**src/logic/axis_drive_regs.svh**
```systemverilog
/*
 * Register map, field positions, reset values and pin indices of the
 * axis drive interface block.
 * Assumes a 32-bit Avalon-MM slave with byte addresses.
 */
`ifndef AXIS_DRIVE_REGS_SVH
`define AXIS_DRIVE_REGS_SVH
// Byte offsets of the registers.
`define REG_CTRL 5'h00
`define REG_STATUS 5'h04
`define REG_CMD 5'h08
`define REG_FB 5'h0c
`define REG_ERR 5'h10
`define REG_GEN 5'h14
`define REG_LATCH 5'h18
// Control register fields.
`define CTL_QUAD 0
`define CTL_MULT_LO 1
`define CTL_MULT_HI 2
`define CTL_FB_INT 3
`define CTL_INP_EN 4
`define CTL_FAULT_POL 5
`define CTL_INDEX_POL 6
`define CTL_HOME_POL 7
`define CTL_EMG_POL 8
`define CTL_GEN_LO 9
`define CTL_GEN_HI 10
`define CTL_DRV_EN 11
`define CTL_FLT_RST 12
`define CTL_ERCW_LO 16
`define CTL_ERCW_HI 23
`define CTL_RESET 32'h0010_0000
// Quadrature count rates.
`define MULT_X1 2'h0
`define MULT_X2 2'h1
// General counter sources.
`define GEN_CMD 2'h0
`define GEN_FB 2'h1
`define GEN_MAN 2'h2
// Pin indices in the synchronised input vector.
`define PIN_N 15
`define P_A 0
`define P_B 1
`define P_Z 2
`define P_INP 3
`define P_FLT 4
`define P_RDY 5
`define P_HOME 6
`define P_LIMP 7
`define P_LIMN 8
`define P_SLOW 9
`define P_PST 10
`define P_CAP 11
`define P_EMG 12
`define P_CLR 13
`define P_MAN 14
// Raw pin levels that read as inactive under the reset polarities.
`define PIN_IDLE 15'h1054
`endif

```
**src/logic/axis_drive_pkg.sv**
```systemverilog
/*
 * Types of the axis drive interface block.
 * Assumes the constants of axis_drive_regs.svh for its widths.
 */
`include "axis_drive_regs.svh"
package axis_drive_pkg;
    typedef enum logic [1:0] {B_IDLE, B_MOVE, B_SETTLE} busy_e;
    typedef struct packed {
        logic [`PIN_N-1:0] s1;
        logic [`PIN_N-1:0] s2;
        logic [`PIN_N-1:0] prev;
        logic [27:0] cmdCnt;
        logic [27:0] fbCnt;
        logic [27:0] genCnt;
        logic [27:0] latch;
        logic [15:0] errCnt;
        logic [31:0] ctrl;
        logic [31:0] rdata;
        logic [7:0] ercCnt;
        busy_e bst;
        logic busy;
        logic deviation_clear_out;
        logic inhibit;
        logic slow;
        logic pstart;
        logic home;
        logic homeDonePrev;
        logic halfTick;
        logic waitReq;
    } state_s;
endpackage

```
**src/logic/axis_drive_io_feedback.sv**
```systemverilog
/*
 * One axis of drive and switch interface logic: feedback, command,
 * error and general counters, busy tracking, fault and limit stops,
 * deviation clear pulse, and an Avalon-MM register slave.
 * Assumes a pulse generator on mclk that supplies command pulses,
 * move start, move done and home done, and obeys pulseInhibit.
 */
// The register offsets and the Avalon-MM slave port were decided locally.
`timescale 1ns/1ps
`include "axis_drive_regs.svh"
// Behaviour
// - A 28-bit up/down feedback counter counts the encoder phase inputs.
// - Feedback accepts dual-pulse or quadrature input, quadrature at x1, x2, x4.
// - Dual-pulse mode: phase A pulse counts up, phase B pulse counts down.
// - Quadrature counts up when A leads B, down when A lags.
// - Feedback source selects encoder or internal command pulses.
// - Encoder index polarity is configurable.
// - With in-position check on, busy holds until in-position is active.
// - With in-position check off, busy clears when all pulses are sent.
// - Active servo fault stops command pulses and sets fault status.
// - Servo fault polarity is configurable; wrong setting means permanent fault.
// - Deviation clear fires on home done, limit, servo fault, emergency.
// - Software drives a drive-enable output and a fault-reset output.
// - Drive ready is a readable input with no motion effect.
// - Switch inputs act in hardware within a few clock cycles.
// - Home switch polarity is configurable.
// - Stroke limit stops command pulses and fires deviation clear.
// - Slow-down input requests deceleration to start speed, both directions.
// - Position-start switch turning on requests a preset move.
// - Counter-clear input zeroes the counters.
// - Capture input copies the counter into a readable holding register.
// - Global emergency input stops motion at once.
// - Four counters; general counter source is selectable among four.
// - Command counter is 28-bit up/down, cleared by clear input or home done.
// - Error counter is 16-bit command minus feedback.
module axis_drive_io_feedback (
    input wire logic mclk, // Controller clock, 40 MHz.
    input wire logic rst_n, // Asynchronous reset, active low.
    input wire logic [4:0] avAddress, // Byte address.
    input wire logic avRead, // Read request.
    input wire logic avWrite, // Write request.
    input wire logic [3:0] avByteEnable, // Write byte lanes.
    input wire logic [31:0] avWriteData, // Write data.
    output logic [31:0] avReadData, // Read data.
    output logic avWaitRequest, // Stall, low for the answer.
    input wire logic encoderPhaseA, // Encoder phase A.
    input wire logic encoderPhaseB, // Encoder phase B.
    input wire logic encoderIndex, // Encoder index.
    input wire logic inPosition, // Drive in-position, active high.
    input wire logic servoFaultIn, // Drive fault, polarity set.
    input wire logic driveReady, // Drive ready, active high.
    input wire logic homeSwitch, // Home switch, polarity set.
    input wire logic strokeLimitPlus, // Plus limit, active high.
    input wire logic strokeLimitMinus, // Minus limit, active high.
    input wire logic slowdownSwitch, // Slow-down, active high.
    input wire logic positionStartSwitch, // Position start, active high.
    input wire logic captureSwitch, // Capture, active high.
    input wire logic emergencyHalt, // Emergency, polarity set.
    input wire logic countResetSwitch, // Counter clear, active high.
    input wire logic manualPulse, // Manual pulse input.
    input wire logic cmdPulse, // Command pulse emitted, one cycle.
    input wire logic cmdDir, // Command direction, high is plus.
    input wire logic moveStart, // Positioning command starts.
    input wire logic cmdDone, // All command pulses sent.
    input wire logic homeDone, // Home return completed.
    output logic busy, // Axis busy flag.
    output logic pulseInhibit, // Stop emitting command pulses.
    output logic deviationClearOut, // Deviation clear pulse.
    output logic slowdownReq, // Decelerate to start speed.
    output logic positionStartReq, // Start preset move, one cycle.
    output logic homeActive, // Home switch active level.
    output logic driveEnableOut, // Drive enable.
    output logic faultResetOut // Drive fault reset.
);
    axis_drive_pkg::state_s q;
    axis_drive_pkg::state_s next_q;
    logic [`PIN_N-1:0] pins;
    logic [`PIN_N-1:0] act;
    logic [`PIN_N-1:0] rise;
    logic [1:0] fbStep;
    logic [1:0] cmdStep;
    logic [1:0] genStep;
    logic [15:0] errExp;
    logic clrEdge;
    logic homeRise;
    logic wrTake;
    logic limitAct;
    logic ercTrig;

    // Merges write data into a register through the byte enables.
    function automatic logic [31:0] laneMerge(input logic [31:0] old,
            input logic [31:0] wd, input logic [3:0] be);
        logic [31:0] r;
        r = old;
        for (int i = 0; i < 4; i++) begin
            if (be[i]) begin
                r[i*8 +: 8] = wd[i*8 +: 8];
            end
        end
        return r;
    endfunction

    // Applies an up/down step, encoded as {up, down}, to a counter.
    function automatic logic [27:0] applyStep(input logic [27:0] c,
            input logic [1:0] s);
        if (s == 2'b10) begin
            return c + 28'h0000001;
        end else if (s == 2'b01) begin
            return c - 28'h0000001;
        end
        return c;
    endfunction

    // Decodes one encoder sample pair into an up/down step.
    function automatic logic [1:0] encStep(input logic quad,
            input logic [1:0] mult, input logic a, input logic b,
            input logic pa, input logic pb);
        logic ea;
        logic eb;
        ea = a ^ pa;
        eb = b ^ pb;
        encStep = 2'b00;
        if (!quad) begin
            encStep = {a & ~pa, b & ~pb};
            if (encStep == 2'b11) begin
                encStep = 2'b00;
            end
        end else if (ea && (mult != `MULT_X1 || a)) begin
            encStep = (a != b) ? 2'b10 : 2'b01;
        end else if (eb && mult != `MULT_X1 && mult != `MULT_X2) begin
            encStep = (a == b) ? 2'b10 : 2'b01;
        end
    endfunction

    // Gathers the pins into one vector for the synchroniser.
    assign pins = {manualPulse, countResetSwitch, emergencyHalt,
        captureSwitch, positionStartSwitch, slowdownSwitch,
        strokeLimitMinus, strokeLimitPlus, homeSwitch, driveReady,
        servoFaultIn, inPosition, encoderIndex, encoderPhaseB,
        encoderPhaseA};

    // Active levels after polarity; a polarity bit set means active high.
    always_comb begin
        act = q.s2;
        act[`P_Z] = q.s2[`P_Z] ~^ q.ctrl[`CTL_INDEX_POL];
        act[`P_FLT] = q.s2[`P_FLT] ~^ q.ctrl[`CTL_FAULT_POL];
        act[`P_HOME] = q.s2[`P_HOME] ~^ q.ctrl[`CTL_HOME_POL];
        act[`P_EMG] = q.s2[`P_EMG] ~^ q.ctrl[`CTL_EMG_POL];
    end

    // Edge and event terms shared by the state update and the checks.
    assign rise = act & ~q.prev;
    assign clrEdge = rise[`P_CLR];
    assign homeRise = homeDone & ~q.homeDonePrev;
    assign wrTake = avWrite & ~q.waitReq;
    assign limitAct = act[`P_LIMP] | act[`P_LIMN];
    assign ercTrig = homeRise | rise[`P_LIMP] | rise[`P_LIMN]
        | rise[`P_FLT] | rise[`P_EMG];
    assign errExp = q.cmdCnt[15:0] - q.fbCnt[15:0];

    // Counter steps from the command pulses, feedback and general source.
    always_comb begin
        cmdStep = 2'b00;
        if (cmdPulse && !q.inhibit) begin
            cmdStep = cmdDir ? 2'b10 : 2'b01;
        end
        if (q.ctrl[`CTL_FB_INT]) begin
            fbStep = cmdStep;
        end else begin
            fbStep = encStep(q.ctrl[`CTL_QUAD],
                q.ctrl[`CTL_MULT_HI:`CTL_MULT_LO], act[`P_A], act[`P_B],
                q.prev[`P_A], q.prev[`P_B]);
        end
        case (q.ctrl[`CTL_GEN_HI:`CTL_GEN_LO])
            `GEN_CMD: genStep = cmdStep;
            `GEN_FB: genStep = fbStep;
            `GEN_MAN: genStep = {rise[`P_MAN], 1'b0};
            default: genStep = {q.halfTick, 1'b0};
        endcase
    end

    // Next state of the whole block.
    always_comb begin
        next_q = q;
        next_q.s1 = pins;
        next_q.s2 = q.s1;
        next_q.prev = act;
        next_q.homeDonePrev = homeDone;
        next_q.halfTick = ~q.halfTick;
        next_q.cmdCnt = applyStep(q.cmdCnt, cmdStep);
        next_q.fbCnt = applyStep(q.fbCnt, fbStep);
        next_q.genCnt = applyStep(q.genCnt, genStep);
        next_q.errCnt = errExp;
        if (rise[`P_CAP]) begin
            next_q.latch = q.fbCnt;
        end
        // Software writes to counters and control.
        if (wrTake) begin
            case (avAddress)
                `REG_CTRL: next_q.ctrl = laneMerge(q.ctrl, avWriteData,
                    avByteEnable);
                `REG_CMD: next_q.cmdCnt = 28'(laneMerge({4'h0, q.cmdCnt},
                    avWriteData, avByteEnable));
                `REG_FB: next_q.fbCnt = 28'(laneMerge({4'h0, q.fbCnt},
                    avWriteData, avByteEnable));
                `REG_GEN: next_q.genCnt = 28'(laneMerge({4'h0, q.genCnt},
                    avWriteData, avByteEnable));
                default: next_q.ctrl = q.ctrl;
            endcase
        end
        // The clear input and home completion win over counting.
        if (clrEdge || homeRise) begin
            next_q.cmdCnt = 28'h0000000;
        end
        if (clrEdge) begin
            next_q.fbCnt = 28'h0000000;
            next_q.genCnt = 28'h0000000;
        end
        // Stop conditions and switch requests.
        next_q.inhibit = act[`P_FLT] | limitAct | act[`P_EMG];
        next_q.slow = act[`P_SLOW];
        next_q.pstart = rise[`P_PST];
        next_q.home = act[`P_HOME];
        // Deviation clear pulse, restarted by each trigger.
        if (ercTrig) begin
            next_q.ercCnt = (q.ctrl[`CTL_ERCW_HI:`CTL_ERCW_LO] == 8'h00)
                ? 8'h01 : q.ctrl[`CTL_ERCW_HI:`CTL_ERCW_LO];
        end else if (q.ercCnt != 8'h00) begin
            next_q.ercCnt = q.ercCnt - 8'h01;
        end
        next_q.deviation_clear_out = next_q.ercCnt != 8'h00;
        // Busy tracking of a positioning command.
        case (q.bst)
            axis_drive_pkg::B_IDLE: begin
                if (moveStart) begin
                    next_q.bst = axis_drive_pkg::B_MOVE;
                end
            end
            axis_drive_pkg::B_MOVE: begin
                if (cmdDone) begin
                    if (q.ctrl[`CTL_INP_EN] && !act[`P_INP]) begin
                        next_q.bst = axis_drive_pkg::B_SETTLE;
                    end else begin
                        next_q.bst = axis_drive_pkg::B_IDLE;
                    end
                end
            end
            axis_drive_pkg::B_SETTLE: begin
                if (act[`P_INP]) begin
                    next_q.bst = axis_drive_pkg::B_IDLE;
                end
            end
            default: next_q.bst = axis_drive_pkg::B_IDLE;
        endcase
        if (moveStart) begin
            next_q.bst = axis_drive_pkg::B_MOVE;
        end
        next_q.busy = next_q.bst != axis_drive_pkg::B_IDLE;
        // Bus: one wait cycle, then the answer for one cycle.
        next_q.waitReq = !((avRead || avWrite) && q.waitReq);
        if (avRead && q.waitReq) begin
            case (avAddress)
                `REG_CTRL: next_q.rdata = q.ctrl;
                `REG_STATUS: next_q.rdata = {22'h000000, act[`P_EMG],
                    act[`P_SLOW], act[`P_LIMN], act[`P_LIMP],
                    act[`P_HOME], act[`P_Z], act[`P_RDY], act[`P_INP],
                    act[`P_FLT], q.busy};
                `REG_CMD: next_q.rdata = {4'h0, q.cmdCnt};
                `REG_FB: next_q.rdata = {4'h0, q.fbCnt};
                `REG_ERR: next_q.rdata = {16'h0000, q.errCnt};
                `REG_GEN: next_q.rdata = {4'h0, q.genCnt};
                `REG_LATCH: next_q.rdata = {4'h0, q.latch};
                default: next_q.rdata = 32'h00000000;
            endcase
        end
    end

    // State register.
    always_ff @(posedge mclk or negedge rst_n) begin
        if (!rst_n) begin
            q <= '0;
            q.s1 <= `PIN_IDLE; // Inactive levels, so reset makes no edge.
            q.s2 <= `PIN_IDLE;
            q.ctrl <= `CTL_RESET;
            q.waitReq <= 1'b1;
            q.bst <= axis_drive_pkg::B_IDLE;
        end else begin
            q <= next_q;
        end
    end

    // Outputs straight from the state register.
    assign avReadData = q.rdata;
    assign avWaitRequest = q.waitReq;
    assign busy = q.busy;
    assign pulseInhibit = q.inhibit;
    assign deviationClearOut = q.deviation_clear_out;
    assign slowdownReq = q.slow;
    assign positionStartReq = q.pstart;
    assign homeActive = q.home;
    assign driveEnableOut = q.ctrl[`CTL_DRV_EN];
    assign faultResetOut = q.ctrl[`CTL_FLT_RST];
endmodule

```
**config.mk**
```make
export PLATFORM = sky130hd
export DESIGN_NAME = axis_drive_io_feedback
export DESIGN_NICKNAME = d
export VERILOG_FILES = /design/src/logic/axis_drive_pkg.sv /design/src/logic/axis_drive_io_feedback.sv
export VERILOG_INCLUDE_DIRS = /design/src /design/src/logic
export SDC_FILE = /design/constraint.sdc
export NUM_CORES = 1
export LEC_CHECK = 0
export BUFFER_PORTS_ARGS = -buffer_cell sky130_fd_sc_hd__buf_2
export CORE_MARGIN = 3
export CORE_UTILIZATION = 55
export DETAILED_ROUTE_END_ITERATION = 10
export GPL_ROUTABILITY_DRIVEN = 0
export PLACE_DENSITY = 0.69
export SLEW_MARGIN = 20
export SYNTH_ARGS = -nofsm -noshare
export SYNTH_HDL_FRONTEND = slang
export SYNTH_SLANG_ARGS = --single-unit
```
**constraint.sdc**
```tcl
create_clock -name mclk -period 6.9 [get_ports mclk]
set_clock_uncertainty 0.15 [all_clocks]
set_input_delay 0.345 -clock mclk [delete_from_list [all_inputs] [get_ports mclk]]
set_output_delay 0.345 -clock mclk [all_outputs]
set_load 0.05 [all_outputs]
```
==> run_results.csv <==
group,metric,value,unit
worst_hold_path,min-delay-start,"avWriteData[2]",
synthesis,yosysSeqAreaShare,0.394,
timing,fmax,0.183,GHz
run,drv_cap,0,
place,place_area,16600,um2
floorplanning,dieArea,31100,um2
finish,drive_gt1_frac,0.148,
global_route,track_usage,0.293,
timing,fin_crit_sh,0.791,
floorplanning,coreArea,28200,um2
synthesis,postSynthAreaPerCell,9.50,um2
synthesis,synth_top_cells_by_count,"dfrtp_1, nand2_1, a21oi_1, ha_1, nor2_1",
place,dp_hpwl,34000,um
global_route,grt_start_max_net_pins,183,
global_route,grt_pass1_wl,72800,um
synthesis,syn_area,16000,um2
finish,multi_input_area,8930,um2
finish,nets,1933,
synthesis,yosys.area.top_type,"dfrtp_1",
power,powerDensity,384,nW/um2
detailed_routing,dr_total_vias,13600,
detailed_routing,drtPass1Iterations,8,
cts,cts-htree-levels,1,
finish,diodes,0,
timing,post-route-min-period,5.46,ns
timing,worst_pin_slew,1.01,ns
synthesis,yosys_most_used_dff,"dfrtp_1",
detailed_routing,drc,0,
place,io_buffer_count,105,
synthesis,yosysWarnings,0,
setup_path,reg2regPathDepth,23,
finish,nFillCells,2373,
cts,clockBufferDepth,3,
cts,numClockSinks,251,
synthesis,synth_edf_count,0,
setup_path,crit_type,"flop to flop",
power,intPower,4.18,mW
floorplanning,die_height,176,um
timing,setup-violations-final,0,
worst_hold_path,holdPathEnd,"q[53]",
detailed_routing,vias_per_cell,6.31,
setup_path,critPathCaptureType,"flop",
setup_path,r2r_slack,1.44,ns
power,p_switching,2.70,mW
timing,hold_viol_final,0,
worst_hold_path,min_path_cells,2,
power,swShare,0.393,
floorplanning,initial_utilization,0.566,
synthesis,synth_most_common_cell,"dfrtp_1",
synthesis,ys_ff_latch,251,
synthesis,syn_inst,1682,
power,pwr-share-seq,0.305,
power,clock_power_share,0.233,
cts,path_clk_slew,0.06,ns
synthesis,synthDistinctLibCells,80,
floorplanning,io_pins,106,
cts,root_buffer,"clkbuf_16",
global_route,grt-ovfl-total,0,
outcome,outcome,"finished, final reports clean",
global_route,grt_pass1_vias,13100,
setup_path,cp-start-kind,"flop",
synthesis,yosys-top-cells-area,"dfrtp_1, ha_1, mux2_2",
timing,tns,0,ns
cts,cts_buffers,28,
synthesis,synth_top_area_share,0.377,
setup_path,crit_fanout,33,
timing,fin_hold_ws,0.0250,ns
finish,design_area,17900,um2
setup_path,crit_arrival,5.78,ns
floorplanning,dieWidth,176,um
timing,rsz0062_at_grt,"false",
finish,regArea,6290,um2
worst_hold_path,min_path_type,"input pin to flop",
floorplanning,fp-row-count,61,
synthesis,ys_async_sr_fraction,1.00,
timing,maxSlewHeadroom,0.326,
cts,cts_tree,"yes",
setup_path,r2r_start,"act[0]",
detailed_routing,wire_per_inst,21.5,um
power,ir_worst_vdd,0.263,mV
power,p_leak,8.30,nW
detailed_routing,first_iter_violations,1359,
detailed_routing,drt-total-wl,46500,um
setup_path,timing.rr.end,"q[153]",
global_route,antenna_found_initial,0,
synthesis,synth_nets,1854,
setup_path,worstPathRequired,7.22,ns
power,combPwrFrac,0.463,
timing,slew_violations,0,
detailed_routing,ant_nets,0,
cts,clk-insertion-delay-late,0.55,ns
finish,area_growth,12.3,%
[cell families (layout without fill, tap and decap cells)]
family	count (synthesis)	after routing	share of synthesized area
flops	251	251	0.394
buf+inv	167	267	0.0478
mux	79	79	0.0547
fa+ha+maj	107	107	0.0857
compound gates	552	552	0.241
simple gates	445	445	0.132
xor+xnor	81	81	0.0449
[cell usage in the layout, fill, tap and decap left out, types with 9 or more instances in the layout]
cell           instances
and3_1                24
inv_1                 57
a22oi_1               29
clkbuf_16             29
a22o_1                37
dlygate4sd3_1         35
a32oi_1               11
xor2_1                33
a21boi_1               9
buf_2                104
a21o_1                38
o22ai_1               10
xnor2_1               47
a211oi_1              25
a21oi_1              125
nor3_1                30
a31oi_1               20
ha_1                 103
nor2_1               101
nand3_1               36
a222oi_1              24
mux2_2                56
nand2_1              150
nand2b_1              26
dfrtp_1              241
buf_4                 18
o221ai_1              27
a221oi_1               9
nor2b_1               27
o21ai_0               73
o21ai_1               25
dfstp_2               10
mux2i_1               21
o211ai_1              16
o21a_1                14
[repair_timing]
action,in CTS,in global routing
hold buffers,35,0
hold endpoints to repair,104,0
resized for setup,0,0
setup buffers,0,0
[power groups by stage]
stage	clock [mW]	sequential [mW]	combinational [mW]
floorplan	0	1.99	2.49
global placement	0	2.09	3.04
detailed placement	0	2.10	3.09
CTS	1.62	2.08	3.13
global route	1.68	2.12	3.52
finish	1.60	2.10	3.18
[sequential cells by signal, indices dropped and copies added, names as in the netlist]
register	count
avReadData	32
deviationClearOut	1
avWaitRequest	1
busy	1
faultResetOut	1
q	186
positionStartReq	1
pulseInhibit	1
next_q	15
driveEnableOut	1
act	11
[through the flow]
stage               utilization  cells  power [mW]  setup slack (ns)
finish                    0.635   2160        6.88              1.44
floorplan                     -   1682        4.49              1.60
detailed placement        0.588   2074        5.19              1.50
global placement          0.588   2074        5.13              1.67
global route              0.635   2160        7.32              1.03
CTS                       0.635   2160        6.83              1.49
[area by class of cell]
| type | instances | area share |
|---|---|---|
| Multi-Input combinational cell | 1264 | 0.498 |
| Clock inverter | 10 | 0.00990 |
| Inverter | 57 | 0.0119 |
| Sequential cell | 251 | 0.351 |
| Tap cell | 378 | 0.0264 |
| Timing Repair Buffer | 159 | 0.0580 |
| Clock buffer | 41 | 0.0452 |
[how the worst max path moves through the flow]
stage / slack, ns / endpoint / cells after the start / startpoint
6_report: 1.44 / q[153] / 23 / act[0]
5_1_grt: 1.03 / q[150] / 23 / act[0]
4_1_cts: 1.49 / q[153] / 23 / act[0]
3_5_place_dp: 1.50 / q[153] / 23 / act[0]
3_3_place_gp: 1.67 / q[153] / 23 / act[0]
2_1_floorplan: 1.60 / q[153] / 17 / pulseInhibit
[layer usage]
metal	global-route usage	vias up	part of all wire
met5	0	-	0
met4	0.0648	0	0.019
met3	0.0746	73	0.10
met2	0.443	522	0.43
met1	0.429	6624	0.45
li1	-	6406	-
[critical path, cell delays in order, from the launching register on]
cell and delay, ns:
dfrtp_1 0.40, ha_1 0.32, nor2_1 0.04, o21ai_0 0.07
o21ai_0 0.14, nand2_1 0.09, o21ai_0 0.08, a211oi_1 0.31
a21oi_1 0.10, mux4_2 0.46, ha_1 0.29, inv_1 0.09
buf_4 0.35, ha_1 0.35, nor2b_1 0.17, o31a_1 0.29
a21oi_2 0.20, a211o_1 0.18, a21oi_2 0.09, o41ai_2 0.40
nor2_1 0.10, nor3_1 0.21, mux2_1 0.34, a21oi_1 0.14
Power figures use the tool's default switching activity.
